===== src/logic/gpit_pkg.sv =====
// Shared constants and types of the 16-bit interval timer
package gpit_pkg;

   // ************************************************************
   // Register indices; the byte address is four times the index
   // ************************************************************
   localparam logic [9:0] IDX_COUNT = 10'h100; // Count value
   localparam logic [9:0] IDX_PERIOD = 10'h102; // Period value
   localparam logic [9:0] IDX_CONTROL = 10'h104; // Timer control word
   localparam logic [9:0] IDX_STATUS = 10'h106; // Sticky event flags
   localparam logic [9:0] IDX_CLEAR = 10'h107; // Write one to clear
   localparam logic [9:0] IDX_ENABLE = 10'h108; // Interrupt enables
   localparam int IDX_LSB = 2; // Lowest address bit of the index
   localparam int IDX_MSB = 11; // Highest address bit of the index

   // ************************************************************
   // Control word field positions
   // ************************************************************
   localparam int BIT_TIMER_ON = 15; // Timer on bit
   localparam int BIT_IDLE_STOP = 13; // Idle stop bit
   localparam int BIT_GATE_ACC = 6; // Gate accumulate enable
   localparam int BIT_PS_MSB = 5; // Prescale select, upper bit
   localparam int BIT_PS_LSB = 4; // Prescale select, lower bit
   localparam int BIT_EXT_SYNC = 2; // External sync select
   localparam int BIT_CLK_SRC = 1; // Clock source select

   // ************************************************************
   // Event flags and reset values
   // ************************************************************
   localparam int EV_MATCH = 0; // Period match flag
   localparam int EV_GATE = 1; // Gate falling edge flag
   localparam int EV_W = 2; // Number of event flags
   localparam logic [15:0] COUNT_RESET = 16'h0000; // Count after reset
   localparam logic [15:0] PERIOD_RESET = 16'hFFFF; // Period after reset
   localparam logic [15:0] COUNT_STEP = 16'h0001; // Count increment

   // ************************************************************
   // Prescaler terminal phases (ratio minus one)
   // ************************************************************
   localparam logic [7:0] PS_LAST_DIV1 = 8'h00; // Divide by 1
   localparam logic [7:0] PS_LAST_DIV8 = 8'h07; // Divide by 8
   localparam logic [7:0] PS_LAST_DIV64 = 8'h3F; // Divide by 64
   localparam logic [7:0] PS_LAST_DIV256 = 8'hFF; // Divide by 256

   // ************************************************************
   // Bus constants
   // ************************************************************
   localparam logic [1:0] HTRANS_NONSEQ = 2'h2; // Single transfer
   localparam logic HRESP_OKAY = 1'h0; // Only response given

   // Prescale select encoding
   typedef enum logic [1:0] {
      PS_DIV1 = 2'b00,
      PS_DIV8 = 2'b01,
      PS_DIV64 = 2'b10,
      PS_DIV256 = 2'b11
   } gpit_ps_t;

   // Timer control word fields
   typedef struct packed {
      logic timerOn;
      logic idleStop;
      logic gateAcc;
      gpit_ps_t prescale;
      logic extSync;
      logic clkSrc;
   } gpit_ctrl_t;

   // Master side of the register bus
   typedef struct packed {
      logic hsel;
      logic [31:0] haddr;
      logic [1:0] htrans;
      logic hwrite;
      logic [2:0] hsize;
      logic hready;
      logic [31:0] hwdata;
   } gpit_ahb_req_t;

   // Slave side of the register bus
   typedef struct packed {
      logic hreadyout;
      logic hresp;
      logic [31:0] hrdata;
   } gpit_ahb_rsp_t;

endpackage


===== src/logic/gpit_sync2.sv =====
// Two flip-flop synchroniser for one level from outside the clock
module gpit_sync2 (
   input wire logic ref_clk,
   input wire logic rst_n,
   input wire logic asyncIn,
   output logic syncOut
);
   import gpit_pkg::*;

   // Both stages of the synchroniser
   typedef struct packed {
      logic stage1;
      logic stage2;
   } gpit_sync_t;

   gpit_sync_t st_reg; // Registered state
   gpit_sync_t st_next; // Next state

   // Shift the level through two stages
   always_comb begin
      st_next = st_reg;
      st_next.stage1 = asyncIn;
      st_next.stage2 = st_reg.stage1;
   end

   // State register
   always_ff @(posedge ref_clk or negedge rst_n) begin
      if (!rst_n) begin
         st_reg <= '0;
      end else begin
         st_reg <= st_next;
      end
   end

   assign syncOut = st_reg.stage2;
endmodule


===== src/logic/gpit_prescaler.sv =====
// Input clock prescaler with ratios 1, 8, 64 and 256
module gpit_prescaler #(
   parameter int CNT_W = 8
) (
   input wire logic ref_clk,
   input wire logic rst_n,
   input wire logic clear,
   input wire logic inTick,
   input wire gpit_pkg::gpit_ps_t divSelect,
   output logic outTick
);
   import gpit_pkg::*;

   // Prescaler phase counter
   typedef struct packed {
      logic [CNT_W-1:0] phase;
   } gpit_psst_t;

   gpit_psst_t st_reg; // Registered state
   gpit_psst_t st_next; // Next state
   logic [CNT_W-1:0] lastPhase; // Phase that emits a tick

   // Decode the terminal phase of the ratio
   always_comb begin
      unique case (divSelect)
         PS_DIV1: lastPhase = CNT_W'(PS_LAST_DIV1);
         PS_DIV8: lastPhase = CNT_W'(PS_LAST_DIV8);
         PS_DIV64: lastPhase = CNT_W'(PS_LAST_DIV64);
         PS_DIV256: lastPhase = CNT_W'(PS_LAST_DIV256);
      endcase
   end

   // One output tick per ratio input ticks; a phase left past the end
   // by a ratio change ends the period at once instead of stalling
   assign outTick = inTick && (st_reg.phase >= lastPhase);

   // Count input ticks; a clear wins over a tick
   always_comb begin
      st_next = st_reg;
      if (clear) begin
         st_next.phase = '0;
      end else if (inTick) begin
         if (st_reg.phase >= lastPhase) begin
            st_next.phase = '0;
         end else begin
            st_next.phase = CNT_W'(st_reg.phase + 1'b1);
         end
      end
   end

   // State register, cleared by device reset
   always_ff @(posedge ref_clk or negedge rst_n) begin
      if (!rst_n) begin
         st_reg <= '0;
      end else begin
         st_reg <= st_next;
      end
   end
endmodule


===== src/logic/gpit_timer.sv =====
// Top of the 16-bit interval timer with its register bus slave
//
// Function
// - Internal mode counts cycles, wraps at period
// - Synchronous mode counts synchronised external rising edges
// - Asynchronous mode counts external edges, wraps at period
// - Idle with idle stop set halts counting
// - Gated mode counts only while gate high
// - Gating needs gate bit, timer on, internal
// - Prescaler divides by 1, 8, 64, 256
// - Prescaler cleared by count write, disable, reset
// - Disabled timer leaves prescaler untouched
// - Control writes never change the count
// - Events on period match and gate fall
// - Sleep counting only in asynchronous external mode
module gpit_timer (
   input wire logic ref_clk,
   input wire logic rst_n,
   input wire gpit_pkg::gpit_ahb_req_t ahbReq,
   output gpit_pkg::gpit_ahb_rsp_t ahbRsp,
   input wire logic extClkGatePin,
   input wire logic cpuIdle,
   input wire logic cpuSleep,
   output logic irq
);
   import gpit_pkg::*;

   // ************************************************************
   // Types and state
   // ************************************************************

   // Phase of the bus slave
   typedef enum logic [1:0] {
      BUS_IDLE = 2'b00,
      BUS_WRITE = 2'b01,
      BUS_READ = 2'b10
   } gpit_bus_t;

   // Whole state of the block
   typedef struct packed {
      gpit_bus_t busPhase;
      logic [9:0] addrIdx;
      logic readyOut;
      logic [31:0] rdata;
      logic [15:0] count;
      logic [15:0] period;
      gpit_ctrl_t ctrl;
      logic [EV_W-1:0] status;
      logic [EV_W-1:0] enable;
      logic irqOut;
      logic pinPrev;
   } gpit_state_t;

   gpit_state_t st_reg; // Registered state
   gpit_state_t st_next; // Next state

   logic pinSync; // Pin level after two flip-flops
   logic accept; // Address phase taken this cycle
   logic countWrite; // Data phase writes the count
   logic periodWrite; // Data phase writes the period
   logic ctrlWrite; // Data phase writes the control word
   logic clearWrite; // Data phase writes the clear mask
   logic enableWrite; // Data phase writes the enables
   logic gatedMode; // Gated accumulation is running
   logic asyncExt; // Asynchronous external counter selected
   logic halted; // Idle or sleep stops counting
   logic rawTick; // Selected input clock event
   logic psInTick; // Input event fed to the prescaler
   logic psClear; // Prescaler clear request
   logic psTick; // Prescaler output event
   logic matchEv; // Period match this cycle
   logic gateEv; // Gate falling edge this cycle
   logic [EV_W-1:0] clearMask; // Flags cleared by software
   logic [31:0] readValue; // Register selected for a read

   // ************************************************************
   // Pin synchroniser and prescaler
   // ************************************************************

   // Pin level is only read after the synchroniser
   gpit_sync2 u_pin_sync (
      .ref_clk(ref_clk),
      .rst_n(rst_n),
      .asyncIn(extClkGatePin),
      .syncOut(pinSync)
   );

   // Divider of the selected input clock
   gpit_prescaler #(
      .CNT_W(8)
   ) u_prescaler (
      .ref_clk(ref_clk),
      .rst_n(rst_n),
      .clear(psClear),
      .inTick(psInTick),
      .divSelect(st_reg.ctrl.prescale),
      .outTick(psTick)
   );

   // ************************************************************
   // Bus decode
   // ************************************************************

   // Strobes of the data phase of a write
   always_comb begin
      accept = ahbReq.hsel && ahbReq.hready
               && (ahbReq.htrans == HTRANS_NONSEQ);
      countWrite = (st_reg.busPhase == BUS_WRITE)
                   && (st_reg.addrIdx == IDX_COUNT);
      periodWrite = (st_reg.busPhase == BUS_WRITE)
                    && (st_reg.addrIdx == IDX_PERIOD);
      ctrlWrite = (st_reg.busPhase == BUS_WRITE)
                  && (st_reg.addrIdx == IDX_CONTROL);
      clearWrite = (st_reg.busPhase == BUS_WRITE)
                   && (st_reg.addrIdx == IDX_CLEAR);
      enableWrite = (st_reg.busPhase == BUS_WRITE)
                    && (st_reg.addrIdx == IDX_ENABLE);
   end

   // Read multiplexer; unmapped and write-only words read zero
   always_comb begin
      readValue = '0;
      unique case (st_reg.addrIdx)
         IDX_COUNT: readValue[15:0] = st_reg.count;
         IDX_PERIOD: readValue[15:0] = st_reg.period;
         IDX_CONTROL: begin
            readValue[BIT_TIMER_ON] = st_reg.ctrl.timerOn;
            readValue[BIT_IDLE_STOP] = st_reg.ctrl.idleStop;
            readValue[BIT_GATE_ACC] = st_reg.ctrl.gateAcc;
            readValue[BIT_PS_MSB:BIT_PS_LSB] = st_reg.ctrl.prescale;
            readValue[BIT_EXT_SYNC] = st_reg.ctrl.extSync;
            readValue[BIT_CLK_SRC] = st_reg.ctrl.clkSrc;
         end
         IDX_STATUS: readValue[EV_W-1:0] = st_reg.status;
         IDX_ENABLE: readValue[EV_W-1:0] = st_reg.enable;
         default: readValue = '0;
      endcase
   end

   // ************************************************************
   // Timer datapath
   // ************************************************************

   // Mode decode and input event selection
   always_comb begin
      // Gating only with internal clock and timer on
      gatedMode = st_reg.ctrl.timerOn && st_reg.ctrl.gateAcc
                  && !st_reg.ctrl.clkSrc;
      asyncExt = st_reg.ctrl.clkSrc && !st_reg.ctrl.extSync;
      // Idle stop and sleep conditions
      halted = (cpuIdle && st_reg.ctrl.idleStop)
               || (cpuSleep && !(st_reg.ctrl.timerOn
                                 && asyncExt));
      if (st_reg.ctrl.clkSrc) begin
         // External rising edge, sync or async
         rawTick = pinSync && !st_reg.pinPrev;
      end else if (gatedMode) begin
         rawTick = pinSync;
      end else begin
         rawTick = 1'b1;
      end
      // A stopped timer feeds nothing to the prescaler
      psInTick = st_reg.ctrl.timerOn && !halted
                 && rawTick;
      // Clear on count write or when the on bit falls
      psClear = countWrite || (ctrlWrite && st_reg.ctrl.timerOn
                && !ahbReq.hwdata[BIT_TIMER_ON]);
      matchEv = psTick && (st_reg.count == st_reg.period);
      gateEv = gatedMode && st_reg.pinPrev
               && !pinSync;
      clearMask = clearWrite ? ahbReq.hwdata[EV_W-1:0] : '0;
   end

   // ************************************************************
   // Next state
   // ************************************************************

   // Whole next state of bus slave, timer and flags
   always_comb begin
      st_next = st_reg;
      st_next.pinPrev = pinSync;
      // Count: a direct write wins over counting
      if (countWrite) begin
         st_next.count = ahbReq.hwdata[15:0];
      end else if (matchEv) begin
         st_next.count = COUNT_RESET;
      end else if (psTick) begin
         st_next.count = 16'(st_reg.count + COUNT_STEP);
      end
      // Period and control word writes
      if (periodWrite) begin
         st_next.period = ahbReq.hwdata[15:0];
      end
      if (ctrlWrite) begin
         // Only control fields change, never the count
         st_next.ctrl.timerOn = ahbReq.hwdata[BIT_TIMER_ON];
         st_next.ctrl.idleStop = ahbReq.hwdata[BIT_IDLE_STOP];
         st_next.ctrl.gateAcc = ahbReq.hwdata[BIT_GATE_ACC];
         st_next.ctrl.prescale =
            gpit_ps_t'(ahbReq.hwdata[BIT_PS_MSB:BIT_PS_LSB]);
         st_next.ctrl.extSync = ahbReq.hwdata[BIT_EXT_SYNC];
         st_next.ctrl.clkSrc = ahbReq.hwdata[BIT_CLK_SRC];
      end
      if (enableWrite) begin
         st_next.enable = ahbReq.hwdata[EV_W-1:0];
      end
      // Sticky flags: a new event wins over a clear
      st_next.status = (st_reg.status & ~clearMask)
                       | {gateEv, matchEv};
      st_next.irqOut = |(st_next.status & st_next.enable);
      // Bus slave phases
      unique case (st_reg.busPhase)
         BUS_IDLE, BUS_WRITE: begin
            st_next.busPhase = BUS_IDLE;
            st_next.readyOut = 1'b1;
            if (accept) begin
               st_next.addrIdx = ahbReq.haddr[IDX_MSB:IDX_LSB];
               if (ahbReq.hwrite) begin
                  st_next.busPhase = BUS_WRITE;
               end else begin
                  // One wait state to fetch the word
                  st_next.busPhase = BUS_READ;
                  st_next.readyOut = 1'b0;
               end
            end
         end
         BUS_READ: begin
            // Data stands with ready high
            st_next.rdata = readValue;
            st_next.readyOut = 1'b1;
            st_next.busPhase = BUS_IDLE;
         end
         default: begin
            st_next.busPhase = BUS_IDLE;
            st_next.readyOut = 1'b1;
         end
      endcase
   end

   // ************************************************************
   // State register
   // ************************************************************

   // Every field takes a constant at reset
   always_ff @(posedge ref_clk or negedge rst_n) begin
      if (!rst_n) begin
         st_reg <= '0;
         st_reg.busPhase <= BUS_IDLE;
         st_reg.readyOut <= 1'b1;
         st_reg.count <= COUNT_RESET;
         st_reg.period <= PERIOD_RESET;
      end else begin
         st_reg <= st_next;
      end
   end

   // Outputs straight from flip-flops; hresp is tied to OKAY
   assign ahbRsp.hreadyout = st_reg.readyOut;
   assign ahbRsp.hresp = HRESP_OKAY;
   assign ahbRsp.hrdata = st_reg.rdata;
   assign irq = st_reg.irqOut;
endmodule


===== config.mk =====
export PLATFORM = sky130hd
export DESIGN_NAME = gpit_timer
export DESIGN_NICKNAME = d
export VERILOG_FILES = /design/src/logic/gpit_pkg.sv /design/src/logic/gpit_sync2.sv /design/src/logic/gpit_prescaler.sv /design/src/logic/gpit_timer.sv
export SDC_FILE = /design/constraint.sdc
export NUM_CORES = 1
export LEC_CHECK = 0
export BUFFER_PORTS_ARGS = -buffer_cell sky130_fd_sc_hd__buf_2
export CAP_MARGIN = 25
export CORE_AREA = 3 3 136 85
export CTS_CLUSTER_SIZE = 28
export DETAILED_ROUTE_END_ITERATION = 16
export DIE_AREA = 0 0 139 88
export GPL_TIMING_DRIVEN = 0
export PLACE_DENSITY = 0.71
export RECOVER_POWER = 25
export SLEW_MARGIN = 25
export SYNTH_ARGS = -nofsm -noshare
export SYNTH_HDL_FRONTEND = slang
export SYNTH_SLANG_ARGS = --single-unit

===== constraint.sdc =====
create_clock -name ref_clk -period 2.04 [get_ports ref_clk]
set_input_delay 0 -clock ref_clk [delete_from_list [all_inputs] [get_ports ref_clk]]
set_output_delay 0 -clock ref_clk [all_outputs]
set_load 0.05 [all_outputs]

==> summary.txt <==
POWER
-------------------------------------------------------------------------------------
Fraction of power consumed by the clock network                                 0.419
Power density over the cells                                              729 nW/um^2
Relative contribution of combinational cells to total power                     0.158
Switching power of the nets                                                   1.20 mW
Share of power burned in registers                                              0.424
Overall power after layout                                                    4.55 mW
Internal Dissipation                                                          3.35 mW
Total leakage power                                                           2.80 nW
Maximum resistive drop on vdd                                                0.492 mV
Fraction of power spent switching nets                                          0.264

SYNTH
-------------------------------------------------------------------------------------
Most frequently used flop master after synthesis                              dfrtp_1
Fraction of synthesis flops using an asynchronous set or reset pin               1.00
Count of flip-flops with a built-in enable after synthesis                          0
Per-instance average area after synthesis                                  10.1 sq um
Synthesized instance count                                                        465
Fraction of the yosys area taken by sequential cells                            0.454
Yosys warning count                                                                 0
Number of synthesized register bits                                                84
Mapped Area                                                                4680 sq um
Post-synthesis cell type count                                                     55

STA
-------------------------------------------------------------------------------------
Max-slew headroom at the worst pin                                              0.289
Fraction of the cycle the final worst path needs                                 1.17
Timing-limited maximum frequency                                            0.419 GHz
Tmin final                                                                    2.39 ns
Number of setup violations in the final report                                     26
Final hold violation count                                                          0
Post-route setup TNS                                                         -6.88 ns
Unrepaired setup endpoints after global routing                                   yes
Worst hold slack                                                             0.234 ns
Worst setup skew after layout                                              0.00535 ns
Transition at the pin with the smallest max-transition slack                  1.07 ns
Pins over their slew limit                                                          0
Final setup margin                                                          -0.347 ns

FINISH
-------------------------------------------------------------------------------------
Layout Area Growth over Synthesis                                               33.5%
Most used cells in the layout excluding fill and tap cells               66 x dfrtp_1, 61 x buf_2, 58 x buf_4, 37 x nand2_1, 34 x nor2_1
Final standard cell count with taps included and fillers excluded                 744
Flip-flop count of the largest register, all copies and words added                56
Net count of the finished layout                                                  685
Post-Layout Inst Area                                                      6240 sq um
Most frequent standard cell in the layout excluding fill and tap cells        dfrtp_1
Antenna fix cells                                                                   0
Proportion of layout cells with a drive suffix above 1                          0.350

GLOBAL ROUTING
-------------------------------------------------------------------------------------
Largest net degree at the start of global routing                                  44
Overall Global Routing Usage                                                    0.214
Via count of the first global-routing pass                                       3909
Residual overflow from global routing                                               0
First-pass GRT wire length                                                   20500 um
Number of antenna violations at the first check in global routing                   0

CRITICAL PATH
-------------------------------------------------------------------------------------
Kind of launch point of the worst setup path                                     flop
Cells along the critical path                                            buf_4 -> nor2_2 -> ha_1 -> o2bb2ai_1 -> a21oi_2 -> o211ai_4 -> nand3b_4 -> buf_4 -> or3b_1 -> a31oi_1
Largest fanout on the critical path                                                 6
Arrival time worst endpoint                                                   2.64 ns
Max stage delay on crit path                                                  0.41 ns
Slowest cell on the critical path                                             dfrtp_1
Top cell family by delay on the critical path                            compound AO/OA/AOI/OAI gates
Critical Setup Path Class                                                flop to flop
Endpoint required time on the critical path                                   2.29 ns
Buf+Inv Stages, Crit Path                                                           2
Crit-path most repeated cell                                                    buf_4
Sort of element at the end of the critical path                                  flop

FLOORPLAN
-------------------------------------------------------------------------------------
Vert. Die Dim                                                                   88 um
Die extent in x                                                                139 um
Initial core utilization                                                        0.448
Core box area                                                             10500 sq um
Count of pins on the block boundary                                               112
Total Die Area                                                            12200 sq um
Core Rows                                                                          29

CLOCKING
-------------------------------------------------------------------------------------
Clock buffers created by TritonCTS                                                  9
CTS H-Tree Depth                                                                    3
CTS tree                                                                          yes
Bufs on Longest Clock Path                                                          2
Number of sinks driven by the clock tree                                           84
Reg clk slew, reported paths                                                  0.06 ns
Library cell used as clock root buffer                                      clkbuf_16
Latest clock arrival within the worst-skew pair                               0.34 ns

RUN
-------------------------------------------------------------------------------------
Max-capacitance violation count                                                     0

ROUTING
-------------------------------------------------------------------------------------
Number of vias in the routed layout                                              4120
DR pass1 iterations                                                                 5
Routed wire per std cell                                                      17.5 um
Post-route DRC violation count                                                      0
Number of DRC markers after the initial detailed-route iteration                  512
Vias per cell                                                                    5.54
Final wirelength                                                             13100 um
Number of routed nets with antenna violations                                       0

RUN STATUS
-------------------------------------------------------------------------------------
Run status                                                               finished with violations
Violations in the final reports                                          negative setup slack

PLACEMENT
-------------------------------------------------------------------------------------
Number of cells after detailed placement                                          674
Placer's final routability congestion estimate                                  0.915
HPWL reported at the end of detailed placement                                9050 um
Area after detailed placement                                              5240 sq um
IO buf count                                                                       53

HOLD PATH
-------------------------------------------------------------------------------------
Min-delay worst type                                                     input pin to flop

-- cells by family (layout without fill, tap and decap cells) --
| logic type | after synthesis | in the layout | synth area share |
|---|---|---|---|
| mux | 34 | 34 | 0.0813 |
| fa+ha+maj | 8 | 8 | 0.0214 |
| flops | 84 | 84 | 0.454 |
| buf+inv | 63 | 187 | 0.0864 |
| compound gates | 102 | 102 | 0.140 |
| simple gates | 157 | 157 | 0.186 |
| other cells | 1 | 17 | 0.000802 |
| xor+xnor | 16 | 16 | 0.0300 |
-- synthesized netlist by cell type, types with 3 or more instances --
| master | n | area, sq um |
|---|---|---|
| dfrtp_1 | 67 | 1680 |
| or3b_1 | 4 | 35.0 |
| and2_1 | 5 | 31.3 |
| buf_2 | 11 | 55.1 |
| nor2b_1 | 7 | 43.8 |
| and4_1 | 4 | 35.0 |
| buf_4 | 37 | 278 |
| or3_1 | 8 | 50.1 |
| a21oi_1 | 14 | 70.1 |
| mux2_2 | 12 | 135 |
| nand3b_1 | 6 | 45.0 |
| a222oi_1 | 5 | 50.1 |
| ha_1 | 8 | 100 |
| and3_1 | 7 | 43.8 |
| nor2_1 | 36 | 135 |
| or4_1 | 3 | 22.5 |
| a22o_1 | 4 | 35.0 |
| nand2b_1 | 3 | 18.8 |
| nand2_1 | 41 | 154 |
| nor3_1 | 4 | 20.0 |
| a221oi_1 | 3 | 26.3 |
| a31oi_1 | 18 | 113 |
| a22oi_1 | 6 | 45.0 |
| o21ai_0 | 23 | 115 |
| clkbuf_1 | 5 | 18.8 |
| inv_1 | 6 | 22.5 |
| xnor2_1 | 16 | 140 |
| nand3_1 | 13 | 65.1 |
| mux2_1 | 20 | 225 |
| o21ai_1 | 15 | 75.1 |
| nand4_1 | 5 | 31.3 |
| dfstp_2 | 17 | 447 |
-- worst min-delay path: cells and delay by family --
kind          cells  cell delay (ns)
buf+inv           1             0.07
mux               1             0.24
simple gates      2             0.23
-- per-stage QoR --
step	setup WS, ns	util
after floorplan	-0.0807	-
after global placement	-0.365	0.499
after detailed placement	-0.495	0.501
after CTS	-0.276	0.581
after global routing	-0.439	0.597
final	-0.347	0.597
-- power groups by stage --
| stage | logic (mW) | registers, mW | clock network (mW) |
|---|---|---|---|
| finish | 0.718 | 1.93 | 1.91 |
| global placement | 0.571 | 1.94 | 0 |
| detailed placement | 0.597 | 1.95 | 0 |
| CTS | 0.678 | 1.92 | 1.93 |
| global route | 0.784 | 1.94 | 2.01 |
| floorplan | 0.445 | 1.90 | 0 |
-- final cells by class --
cell class                 count  area [sq um]
clock inverter                 4          95.1
buffer                        55           395
multi-input combinational    334          2380
tap                          139           174
fill                         862          4210
timing repair buffer         108           787
inverter                       8          30.0
clock buffer                  12           256
sequential                    84          2120
-- per-layer routing --
layer	wire length (um)	GRT usage	part of all wire
met1	5940	0.310	0.46
met2	5540	0.317	0.42
met3	1330	0.0589	0.10
met4	236	0.0622	0.018
met5	0	0	0
-- timing repair --
action,in CTS,in global routing
endpoints found under the setup margin,55,62
pin swaps,9,13
setup buffers,14,8
gates resized for setup,18,21
gates cloned,1,1
hold buffers,30,0
endpoints found under the hold margin,87,0
-- final timing paths --
check / start / endpoint / slack, ns / cells after the start
setup / recovery: st_reg[8]$_DFFE_PN0P_ / st_reg[32]$_DFFE_PN0P_ / -0.35 / 10
hold / removal: ahbReq[37] / st_reg[80]$_DFFE_PN0P_ / 0.23 / 4
setup reg to reg: st_reg[8]$_DFFE_PN0P_ / st_reg[32]$_DFFE_PN0P_ / -0.35 / 10
hold reg to reg: u_pin_sync.st_next[0]$_DFF_PN0_ / u_pin_sync.syncOut$_DFF_PN0_ / 0.35 / 0
max in group asynchronous: rst_n / st_reg[23]$_DFFE_PN1P_ / 0.80 / 3
min in group asynchronous: rst_n / st_reg[2]$_DFF_PN0_ / 0.40 / 2
(Power assumes the default switching activity.)
